==> src/pba_pkg.sv <==
// Purpose: Shared constants for the personality bit array access block
// Assumes: 8-bit register port, one 100 MHz clock
// Notes:   Offsets, field positions and reset values live here only
package pba_pkg;

  // Register port widths
  localparam int unsigned PBA_ADDR_W = 8;
  localparam int unsigned PBA_DATA_W = 8;

  // Register offsets on the plain register port
  localparam logic [7:0] PBA_SEL_OFS = 8'h0e;  // cell_select_reg
  localparam logic [7:0] PBA_SCR_OFS = 8'h0f;  // cell_status_control_reg

  // Array shape: 8 rows by 8 columns
  localparam int unsigned PBA_CELLS = 64;
  localparam int unsigned PBA_IDX_W = 6;
  localparam int unsigned PBA_ROW_W = 3;

  // Select register fields
  localparam int unsigned PBA_ROW_LSB   = 0;
  localparam int unsigned PBA_COL_LSB   = 3;
  localparam int unsigned PBA_IDX_LSB   = 0;
  localparam int unsigned PBA_SPARE_LO  = 6;
  localparam int unsigned PBA_SPARE_HI  = 7;

  // Status and control register fields
  localparam int unsigned PBA_SCR_DATA_BIT = 7;
  localparam int unsigned PBA_SCR_PGM_BIT  = 5;
  localparam int unsigned PBA_SCR_RZF_BIT  = 0;

  // Reset and idle values
  localparam logic [7:0] PBA_SEL_RESET = 8'h00;
  localparam logic       PBA_PGM_RESET = 1'b0;
  localparam logic       PBA_RZF_RESET = 1'b1;
  localparam logic [2:0] PBA_ROW_ZERO  = 3'h0;
  localparam logic [7:0] PBA_RD_IDLE   = 8'h00;
  localparam logic       PBA_CELL_ERASED = 1'b0;
  localparam logic       PBA_CELL_PROGRAMMED = 1'b1;

endpackage

==> src/pba_rst_sync.sv <==
// Purpose: Release of the active-low reset through two flip-flops
// Assumes: rst_b may assert at any time
// Notes:   Assertion is immediate, release is aligned to mclk
`timescale 1ns/1ns
module pba_rst_sync
  import pba_pkg::*;
(
  input  wire logic mclk,
  input  wire logic rst_b,
  output logic      rst_sync_b
);

  logic meta_reg;

  // First stage feeds only the second stage
  always_ff @(posedge mclk or negedge rst_b) begin
    if (!rst_b) begin
      meta_reg   <= 1'b0;
      rst_sync_b <= 1'b0;
    end else begin
      meta_reg   <= 1'b1;
      rst_sync_b <= meta_reg;
    end
  end

endmodule

==> src/pba_cell_array.sv <==
// Purpose: 64 one-bit nonvolatile cells with a registered sense output
// Assumes: Cells keep their state through reset, like the real array
// Notes:   Erase models the UV exposure and takes priority over programming
`timescale 1ns/1ns
module pba_cell_array
  import pba_pkg::*;
(
  input  wire logic                 mclk,
  input  wire logic                 prog_on,
  input  wire logic [PBA_IDX_W-1:0] cell_index,
  input  wire logic                 erase_all,
  output logic                      sense_out
);

  logic [PBA_CELLS-1:0] cell_state;

  // No reset reaches the cells: they power up unknown until the first
  // erase, so a test environment must hold erase_all high once at start.

  // One cell per entry; programming only ever moves a cell to one
  for (genvar i = 0; i < PBA_CELLS; i++) begin : g_cell
    always_ff @(posedge mclk) begin
      if (erase_all) begin
        cell_state[i] <= PBA_CELL_ERASED;
      end else if (prog_on && (cell_index == PBA_IDX_W'(i))) begin
        cell_state[i] <= PBA_CELL_PROGRAMMED;
      end
    end
  end

  // Sense amplifier, registered and untouched by reset
  always_ff @(posedge mclk) begin
    sense_out <= cell_state[cell_index];
  end

endmodule

==> src/pba_access.sv <==
// Purpose: Register access to the 64-cell personality bit array
// Assumes: Software follows the program and read sequences below
// Notes:   Sensing lags a select write by one cycle
// Contract
// - 64 cells, one addressed by index
// - Index bits 2:0 row, 5:3 column
// - Select bits 7:6 plain storage only
// - Reset clears the whole select register
// - Status bit 7 shows selected cell
// - Sensed bit not reset, never blocks programming
// - Program bit forces selected cell to one
// - Status bit 0 set for row zero
// - Row zero flag reads one after reset
// - Increments walk rows, then next column
// - Select reads back full written byte
// - Erased cell senses as zero
//
// Implementation choice: the plain strobed port.
`timescale 1ns/1ns
module pba_access
  import pba_pkg::*;
(
  input  wire logic                  mclk,
  input  wire logic                  rst_b,
  input  wire logic [PBA_ADDR_W-1:0] reg_addr,
  input  wire logic [PBA_DATA_W-1:0] reg_wdata,
  input  wire logic                  reg_wr,
  input  wire logic                  reg_rd,
  output logic      [PBA_DATA_W-1:0] reg_rdata,
  input  wire logic                  uv_erase,
  output logic                       cell_program_enable,
  output logic                       first_row_flag,
  output logic                       sensed_cell_value,
  output logic      [PBA_IDX_W-1:0]  cell_index
);

  logic                  rst_sync_b;
  logic [PBA_DATA_W-1:0] cell_select_reg;
  logic [PBA_DATA_W-1:0] cell_select_next;
  logic                  prog_enable_reg;
  logic                  first_row_reg;
  logic [PBA_DATA_W-1:0] status_view;
  logic [PBA_DATA_W-1:0] read_mux;
  logic                  sel_hit;
  logic                  scr_hit;
  logic                  sense_bit;

  // Reset release aligned to the clock
  pba_rst_sync u_rst_sync (
    .mclk       (mclk),
    .rst_b      (rst_b),
    .rst_sync_b (rst_sync_b)
  );

  // Address decode; anything else reads as zero and ignores writes
  assign sel_hit = (reg_addr == PBA_SEL_OFS);
  assign scr_hit = (reg_addr == PBA_SCR_OFS);

  // Next select value: the whole byte is kept, spare bits included
  always_comb begin
    cell_select_next = cell_select_reg;
    if (reg_wr && sel_hit) begin
      cell_select_next = reg_wdata;
    end
  end

  // Select register; cleared by reset, which points at row 0 column 0
  always_ff @(posedge mclk or negedge rst_sync_b) begin
    if (!rst_sync_b) begin
      cell_select_reg <= PBA_SEL_RESET;
    end else begin
      cell_select_reg <= cell_select_next;
    end
  end

  // Row-zero flag follows the row field of the next select value.
  // Binary layout means an increment from row 7 carries into the column.
  always_ff @(posedge mclk or negedge rst_sync_b) begin
    if (!rst_sync_b) begin
      first_row_reg <= PBA_RZF_RESET;
    end else begin
      first_row_reg <= (cell_select_next[PBA_ROW_LSB +: PBA_ROW_W] == PBA_ROW_ZERO);
    end
  end

  // Program switch; only bit 5 of a status write is taken
  always_ff @(posedge mclk or negedge rst_sync_b) begin
    if (!rst_sync_b) begin
      prog_enable_reg <= PBA_PGM_RESET;
    end else if (reg_wr && scr_hit) begin
      prog_enable_reg <= reg_wdata[PBA_SCR_PGM_BIT];
    end
  end

  // Index is the low six select bits: row in 2:0, column in 5:3
  assign cell_index = cell_select_reg[PBA_IDX_LSB +: PBA_IDX_W];

  // Cell array; the switch acts regardless of the sensed value.
  // Sensing is registered, so a status read strobed right after a
  // select write still shows the previous cell; leave one idle cycle.
  pba_cell_array u_cells (
    .mclk       (mclk),
    .prog_on    (prog_enable_reg),
    .cell_index (cell_index),
    .erase_all  (uv_erase),
    .sense_out  (sense_bit)
  );

  // Status view; unused bits are constant zero
  always_comb begin
    status_view                   = PBA_RD_IDLE;
    status_view[PBA_SCR_DATA_BIT] = sense_bit;
    status_view[PBA_SCR_PGM_BIT]  = prog_enable_reg;
    status_view[PBA_SCR_RZF_BIT]  = first_row_reg;
  end

  // Read mux; unmapped offsets answer zero
  always_comb begin
    read_mux = PBA_RD_IDLE;
    if (sel_hit) begin
      read_mux = cell_select_reg;
    end else if (scr_hit) begin
      read_mux = status_view;
    end
  end

  // Read data stand only in the cycle after the strobe, so stale
  // values never linger on the port for a careless master
  always_ff @(posedge mclk or negedge rst_sync_b) begin
    if (!rst_sync_b) begin
      reg_rdata <= PBA_RD_IDLE;
    end else if (reg_rd) begin
      reg_rdata <= read_mux;
    end else begin
      reg_rdata <= PBA_RD_IDLE;
    end
  end

  // Direct views for the surrounding analog and test logic
  assign cell_program_enable = prog_enable_reg;
  assign first_row_flag      = first_row_reg;
  assign sensed_cell_value   = sense_bit;
endmodule

==> config.mk <==
export PLATFORM = sky130hd
export DESIGN_NAME = pba_access
export DESIGN_NICKNAME = d
export VERILOG_FILES = /design/src/pba_pkg.sv /design/src/pba_rst_sync.sv /design/src/pba_cell_array.sv /design/src/pba_access.sv
export SDC_FILE = /design/constraint.sdc
export NUM_CORES = 1
export LEC_CHECK = 0
export BUFFER_PORTS_ARGS = -buffer_cell sky130_fd_sc_hd__buf_2
export CORE_MARGIN = 8
export CORE_UTILIZATION = 30
export DETAILED_ROUTE_END_ITERATION = 10
export GPL_ROUTABILITY_DRIVEN = 0
export HOLD_SLACK_MARGIN = 0.02
export PLACE_DENSITY_LB_ADDON = 0.1
export REMOVE_ABC_BUFFERS = 1
export SLEW_MARGIN = 10
export SYNTH_ARGS = -nofsm -noshare
export SYNTH_HDL_FRONTEND = slang
export SYNTH_SLANG_ARGS = --single-unit
==> constraint.sdc <==
create_clock -name mclk -period 1.1 [get_ports mclk]
set_input_delay 0 -clock mclk [delete_from_list [all_inputs] [get_ports mclk]]
set_output_delay 0 -clock mclk [all_outputs]
set_load 0.01 [all_outputs]
* Word-level counts from Yosys, hierarchy flattened *
Cells that the tools add are included.

operators by class
  order comparisons = 1
  equality and inequality tests = 65
  multiplexer cells = 6
  reductions and logical operators = 68

operators by type and width
  operator              count
  $eq A6 B6 Y1 const B  32
  $eq A6 B5 Y1 const B  16
  $logic_and A1 B1 Y1   66
  $eq A6 B4 Y1 const B  8
  $eq A6 B3 Y1 const B  4
  $mux W8               3
  $eq A8 B4 Y1 const B  2
  $eq A6 B2 Y1 const B  2
  $lt A6 B7 Y1 const B  1
  $bmux W1 S6           1
  $eq A6 B1 Y1 const B  1
  $logic_not A6 Y1      1
  $logic_not A3 Y1      1
  $mux W3               1
  $mux W1               1

storage, ports and cells
  flip-flop bits (word level) = 85
  bits of input ports = 21
  output and inout port bits = 17
  word-level logic and storage cells = 212

* Longest topological paths before layout *
Gate-level depths: netlist of the first run.

  word-level depth = 4
  depth in mapped cells = 7
  mapped depth without buffers = 4

* Cells and area by module *
Synthesis of the first run repeated with hierarchy kept, for this count alone.

second synthesis, totals
  cells, all modules = 335
  area total of the unflattened synthesis = 3,440.8 sq um

by module, submodules not included
  module          instances  cells an instance  area each (sq um)  seq. area each (sq um)
  pba_cell_array  1          278                2,617.5            1,301.2
  pba_access      1          54                 769.5              451.7
  pba_rst_sync    1          3                  53.8               50.0

* Worst setup path before layout of the first run *
No wires, ideal clock.

  path kind = register to register
  start = reg cell_select_reg[0]
  end = reg u_cells.sense_out
  library setup time = 0.134 ns
  arrival = 1.754 ns
  setup slack = -0.788 ns
  stages on the path, launching flop included = 7
  path buffers = 2
  cell sequence = dfrtp_1 buf_6 buf_12 mux4_2 nand3_1 a311oi_1 or4_1

between the ends
  word-level cells in the longest chain between the ends = 2

RTL lines
  what                           line                  source
  start: declaration             pba_access.sv:38      logic [PBA_DATA_W-1:0] cell_select_reg;
  start signal: assignment       pba_access.sv:72      cell_select_reg <= cell_select_next;
  $bmux W1 S6                    pba_cell_array.sv:33  sense_out <= cell_state[cell_index];
  $mux W1 (not written as such)  pba_cell_array.sv:33
  end signal: assignment         pba_cell_array.sv:33
  end: declaration               pba_cell_array.sv:12  output logic sense_out

Every way passes these cells. The select of a mux whose other input is x is not followed.
A chain may end at the register's enable or synchronous reset.

* Worst setup path after layout of the first run *
Ends and elaborated chain as after synthesis.

==> results of run 1 <==
[final cells by class]
type | instances | area (um^2)
Sequential cell | 85 | 1810
Tap cell | 143 | 179
Clock buffer | 14 | 284
Inverter | 2 | 7.51
Clock inverter | 1 | 5.00
Fill cell | 1041 | 6090
Timing Repair Buffer | 107 | 1040
Multi-Input combinational cell | 220 | 1850
[metrics by stage]
| step | area [um^2] | std cells | setup TNS (ns) | total power, W |
|---|---|---|---|---|
| after floorplan | 3240 | 307 | -36.40 | 0.00336 |
| after global placement | 4010 | 531 | -30.23 | 0.00362 |
| after detailed placement | 4010 | 531 | -32.26 | 0.00362 |
| after CTS | 4760 | 567 | -22.57 | 0.00671 |
| after global routing | 5180 | 572 | -30.16 | 0.00702 |
| final | 5180 | 572 | -25.65 | 0.00674 |
[cell usage after synthesis (all sizes together) (3+ instances only)]
master	n
nor2	78
nand2b	4
mux4	16
mux2	9
and3	4
clkbuf	18
a21oi	64
buf	12
dfxtp	65
nand2	7
a311oi	4
nor3	8
dfrtp	19
a22oi	4
and2	4
mux2i	3
nand3	5
[logic make-up (layout without fill, tap and decap cells)]
kind of cell,Yosys count,count (layout),share of synthesized area
compound gates,73,73,0.116
buf+inv,32,124,0.0499
flops,85,85,0.529
mux,28,28,0.152
other cells,1,1,0.00110
simple gates,118,118,0.152
[power by group]
group          switching [W]  internal, W  total [W]
combinational       0.000309     0.000340   0.000649
clock                0.00118      0.00176    0.00294
sequential         0.0000252      0.00312    0.00315
total                0.00151      0.00523    0.00674
[per-layer routing]
layer,GRT usage,vias up,share of wire
met5,0,-,0
met4,0.0533,0,0.022
met3,0.0368,17,0.057
met2,0.215,66,0.45
met1,0.167,1357,0.47
li1,-,1350,-
[repair_timing]
item,CTS,global route
hold endpoints to repair,13,0
resized for setup,61,93
setup buffers,9,9
pin swaps,5,30
endpoints found under the setup margin,70,79
hold buffers,11,0
cloned,1,3
[worst min-delay path, cell delays in order]
cell     delay (ns)
buf_2          0.11
nand4_1        0.08
mux2_2         0.15
[worst max-delay path by stage]
stage | start | to | cells after the start
2_1_floorplan | cell_select_reg[0] | u_cells.sense_out | 4
4_1_cts | cell_select_reg[0] | u_cells.sense_out | 6
3_3_place_gp | cell_select_reg[0] | u_cells.sense_out | 6
6_report | cell_select_reg[0] | u_cells.sense_out | 5
3_5_place_dp | cell_select_reg[0] | u_cells.sense_out | 6
5_1_grt | cell_select_reg[0] | u_cells.sense_out | 5
==> impl_metrics.toml, run 1 <==
[drt]
detail-route-antenna-nets = 0
drtPass1Iterations = 4
drt_wl_total_um = 9940
drc_errors = 0
drt-initial-drc-count = 146
wire_per_inst_um = 17.4
vias_per_cell = 4.88
vias = 2790

[critical_path]
cp_top_family = "simple AND/OR/NAND/NOR gates"
path_cells = "buf_12 -> mux4_2 -> a22oi_2 -> a311oi_1 -> or4_1"
end_kind = "flop"
slowest_stage = "or4_1"
crit_arrival_ns = 2.24
r2r_slack_ns = -0.94
cp_max_fo = 7
crit_type = "flop to flop"
rr_worst_depth = 5
worst_setup_path_start_kind = "flop"
worst_ep_required_time_ns = 1.31
path_buf_inv = 1
r2r-end = "u_cells.sense_out"
rr_startpoint = "cell_select_reg[0]"
slowest_delay_ns = 0.52

[clock_tree]
clkSinkCount = 85
insertion_delay_ns = 0.34
ctsRootBufferMaster = "clkbuf_16"
clockBufferDepth = 2
htree_num_levels = 3
cts_tree = "yes"
path_clk_slew_ns = 0.06
numCtsBuffers = 9

[power]
leakagePower_nw = 2.05
power_density_nw_per_um2 = 1300
vdd_drop_max_uv = 842

[sta]
rsz0062_at_grt = "yes"
hold_ws_ns = 0.0348
timing.final.ws_setup_ns = -0.936
slew_viol_final = 0
post-route-period-util = 1.85
finClkSkew_ns = 0.00572
setup_viol = 68
fmax_mhz = 491
finalHoldViolations = 0
period_minus_slack_ns = 2.04

[cells_and_area]
largest_reg_flops = 64
final_common_cell = "nor2_1"
postLayoutCoreUtil = 0.459
antenna_cells = 0
nets = 446
syn2layout_area_growth_pct = 52.0
drive_gt1_frac = 0.494
layout_common_cells = "nor2_1 (70), dfxtp_1 (65), a21oi_2 (47)"

[die]
initial_core_util = 0.302
io_pins = 38
dieArea_um2 = 15000
rows = 39
die_w_um = 123
die_height_um = 123
core_area_um2 = 11300

[logic_synthesis]
syn_area_per_cell_um2 = 10.1
synth_top_area_frac = 0.382
syn_area_um2 = 3410
yosysSeqAreaShare = 0.529
ys.warnings.count = 0
synthArstFlopShare = 0.235
synthCells = 337
synth.largest_area_cell = "dfxtp_1"
synth-edff-count = 0
ys_seq_elements = 85
synth_ff_type = "dfxtp_1"
synth_cell_types = 33
synth_area_leaders = "dfxtp_1 (38%), dfrtp_1 (14%), a21oi_1 (9.4%)"

[placement]
port_buffers = 37
hpwl_um = 6470
preCtsSetupSlack_ns = -1.02

[grt]
grt_max_degree = 65
globalRouteTotalUtil = 0.134
grt_pass1_vias = 2724
grt_overflow = 0
grt_first_pass_wirelength_um = 15100
antenna_found_initial = 0

[min_path]
hold_path_end = "cell_program_enable"
hp-start = "reg_wr"
min_path_type = "primary input to flop"
whs_path_depth = 3

[flow_run]
drv_cap = 0

[status]
status = "finished, violations left"
violations = "negative setup slack"
(Power assumes the default switching activity.)
==> run 2, diff against run 1 <==
Settings changed: BUFFER_PORTS_ARGS -buffer_cell sky130_fd_sc_hd__buf_2 to -buffer_cell sky130_fd_sc_hd__clkbuf_2.
Clock period 1.1 ns to 2.22 ns, I/O delays scaled along.
==> run 2 against run 1 <==
  * The run now ends clean
  * Via count is 7.9% lower
  * Die area did not move
  * Setup slack gained 1.1 ns
  * Global-route usage down 0.74 points
  * Largest cell class is now registers
  * Critical path depth unchanged
==> impl_metrics.toml, run 2 (synthesized netlist as in run 1, its figures left out) <==
[status]
status = "complete, no violations"

[critical_path]
crit_arrival_ns = 2.31
worst_setup_path_start_kind = "flop"
crit_type = "flop to flop"
cp_max_fo = 18
worst_ep_required_time_ns = 2.43
end_kind = "flop"

[grt]
grt_first_pass_wirelength_um = 14300
globalRouteTotalUtil = 0.126
antenna_found_initial = 0
grt_pass1_vias = 2609
grt_max_degree = 36
grt_overflow = 0

[die]
rows = 39
die_height_um = 123
die_w_um = 123
dieArea_um2 = 15000
initial_core_util = 0.302
core_area_um2 = 11300
io_pins = 38

[sta]
slew_viol_final = 0
finalHoldViolations = 0
worst_slew_pin_slew_ns = 0.766
setup_viol = 0
period_minus_slack_ns = 2.10
finClkSkew_ns = 0.00533
fmax_mhz = 476
timing.slew.headroom = 0.489
timing.final.ws_setup_ns = 0.119
rsz0062_at_grt = "no"
post-route-period-util = 0.946

[clock_tree]
clkSinkCount = 85
path_clk_slew_ns = 0.06
clockBufferDepth = 2
insertion_delay_ns = 0.34
numCtsBuffers = 9
ctsRootBufferMaster = "clkbuf_16"
htree_num_levels = 3
cts_tree = "yes"

[drt]
drtPass1Iterations = 5
vias_per_cell = 4.85
drt_wl_total_um = 8910
wire_per_inst_um = 16.8
drc_errors = 0
vias = 2569
detail-route-antenna-nets = 0
drt-initial-drc-count = 161

[min_path]
min_path_type = "primary input to flop"

[cells_and_area]
drive_gt1_frac = 0.217
layout_common_cells = "nor2_1 (78), dfxtp_1 (65), a21oi_1 (64)"
largest_reg_flops = 64
nets = 403
syn2layout_area_growth_pct = 23.0
antenna_cells = 0
nFillCells = 1114
finalInstanceArea_um2 = 4190
final_common_cell = "nor2_1"

[power]
leakagePower_nw = 1.71
power_density_nw_per_um2 = 788
vdd_drop_max_uv = 326

[placement]
hpwl_um = 6230
preCtsSetupSlack_ns = 0.0883
placed_cell_area_um2 = 3720
port_buffers = 37

[flow_run]
drv_cap = 0
[run 2: cell count changes in the layout (fill, tap and decap cells not counted), sizes merged]
cell and delta:
clkbuf +34, bufinv +1, clkinvlp +1, buf -82
dlygate4sd3 +4
[run 2: cell type report]
type                       instances  area (um^2)  share of cell area
sequential                        85         1800               0.430
inverter                           2         7.51             0.00179
clock inverter                     3         42.5              0.0101
multi-input combinational        220         1430               0.342
tap                              143          179              0.0427
timing repair buffer              64          454               0.108
clock buffer                      13          270              0.0645
[run 2: final timing paths]
kind	slack, ns	depth (start not counted)	end	start
max	0.12	5	u_cells.sense_out	cell_select_reg[0]
min	0.10	4	reg_rdata[5]	reg_addr[6]
max reg2reg	0.12	5	u_cells.sense_out	cell_select_reg[0]
min reg2reg	0.32	0	cell_select_reg[0]	u_rst_sync.rst_sync_b
max in group asynchronous	1.37	0	cell_select_reg[1]	u_rst_sync.rst_sync_b
min in group asynchronous	0.32	0	cell_select_reg[0]	u_rst_sync.rst_sync_b
[run 2: per-stage QoR]
step	power [W]	TNS [ns]	hold WS (ns)	instances	utilization
after detailed placement	0.00177	0	-0.213	499	0.330
after CTS	0.00335	0	0.0867	530	0.371
after floorplan	0.00167	-0.244	-0.296	307	-
after global placement	0.00177	0	-0.213	499	0.330
after global routing	0.00345	0	0.113	530	0.372
final	0.00330	0	0.102	530	0.372
[run 2: routing by layer]
layer | up-vias | global-route usage | wire length [um]
met1 | 1225 | 0.167 | 4290
li1 | 1266 | - | -
met3 | 14 | 0.0327 | 654
met4 | 0 | 0.0663 | 185
met5 | - | 0 | 0
met2 | 64 | 0.186 | 3790
[run 2: worst max-delay path: stages, from the launching register on]
cell	delay (ns)
dfrtp_1	0.37
buf_12	0.18
mux4_2	0.52
a22oi_1	0.26
a311oi_1	0.12
or4_1	0.53
[run 2: power by group]
part	switching, W	internal, W
clock	0.000589	0.000962
sequential	0.0000235	0.00155
combinational	0.0000963	0.0000854
total	0.000709	0.00259
[run 2: timing repair]
action                                  4_1_cts  5_1_grt
hold buffers                                 15        0
hold endpoints to repair                     15        0
buffers inserted                              0        0
gates resized for setup                       0        2
endpoints found under the setup margin        0        1
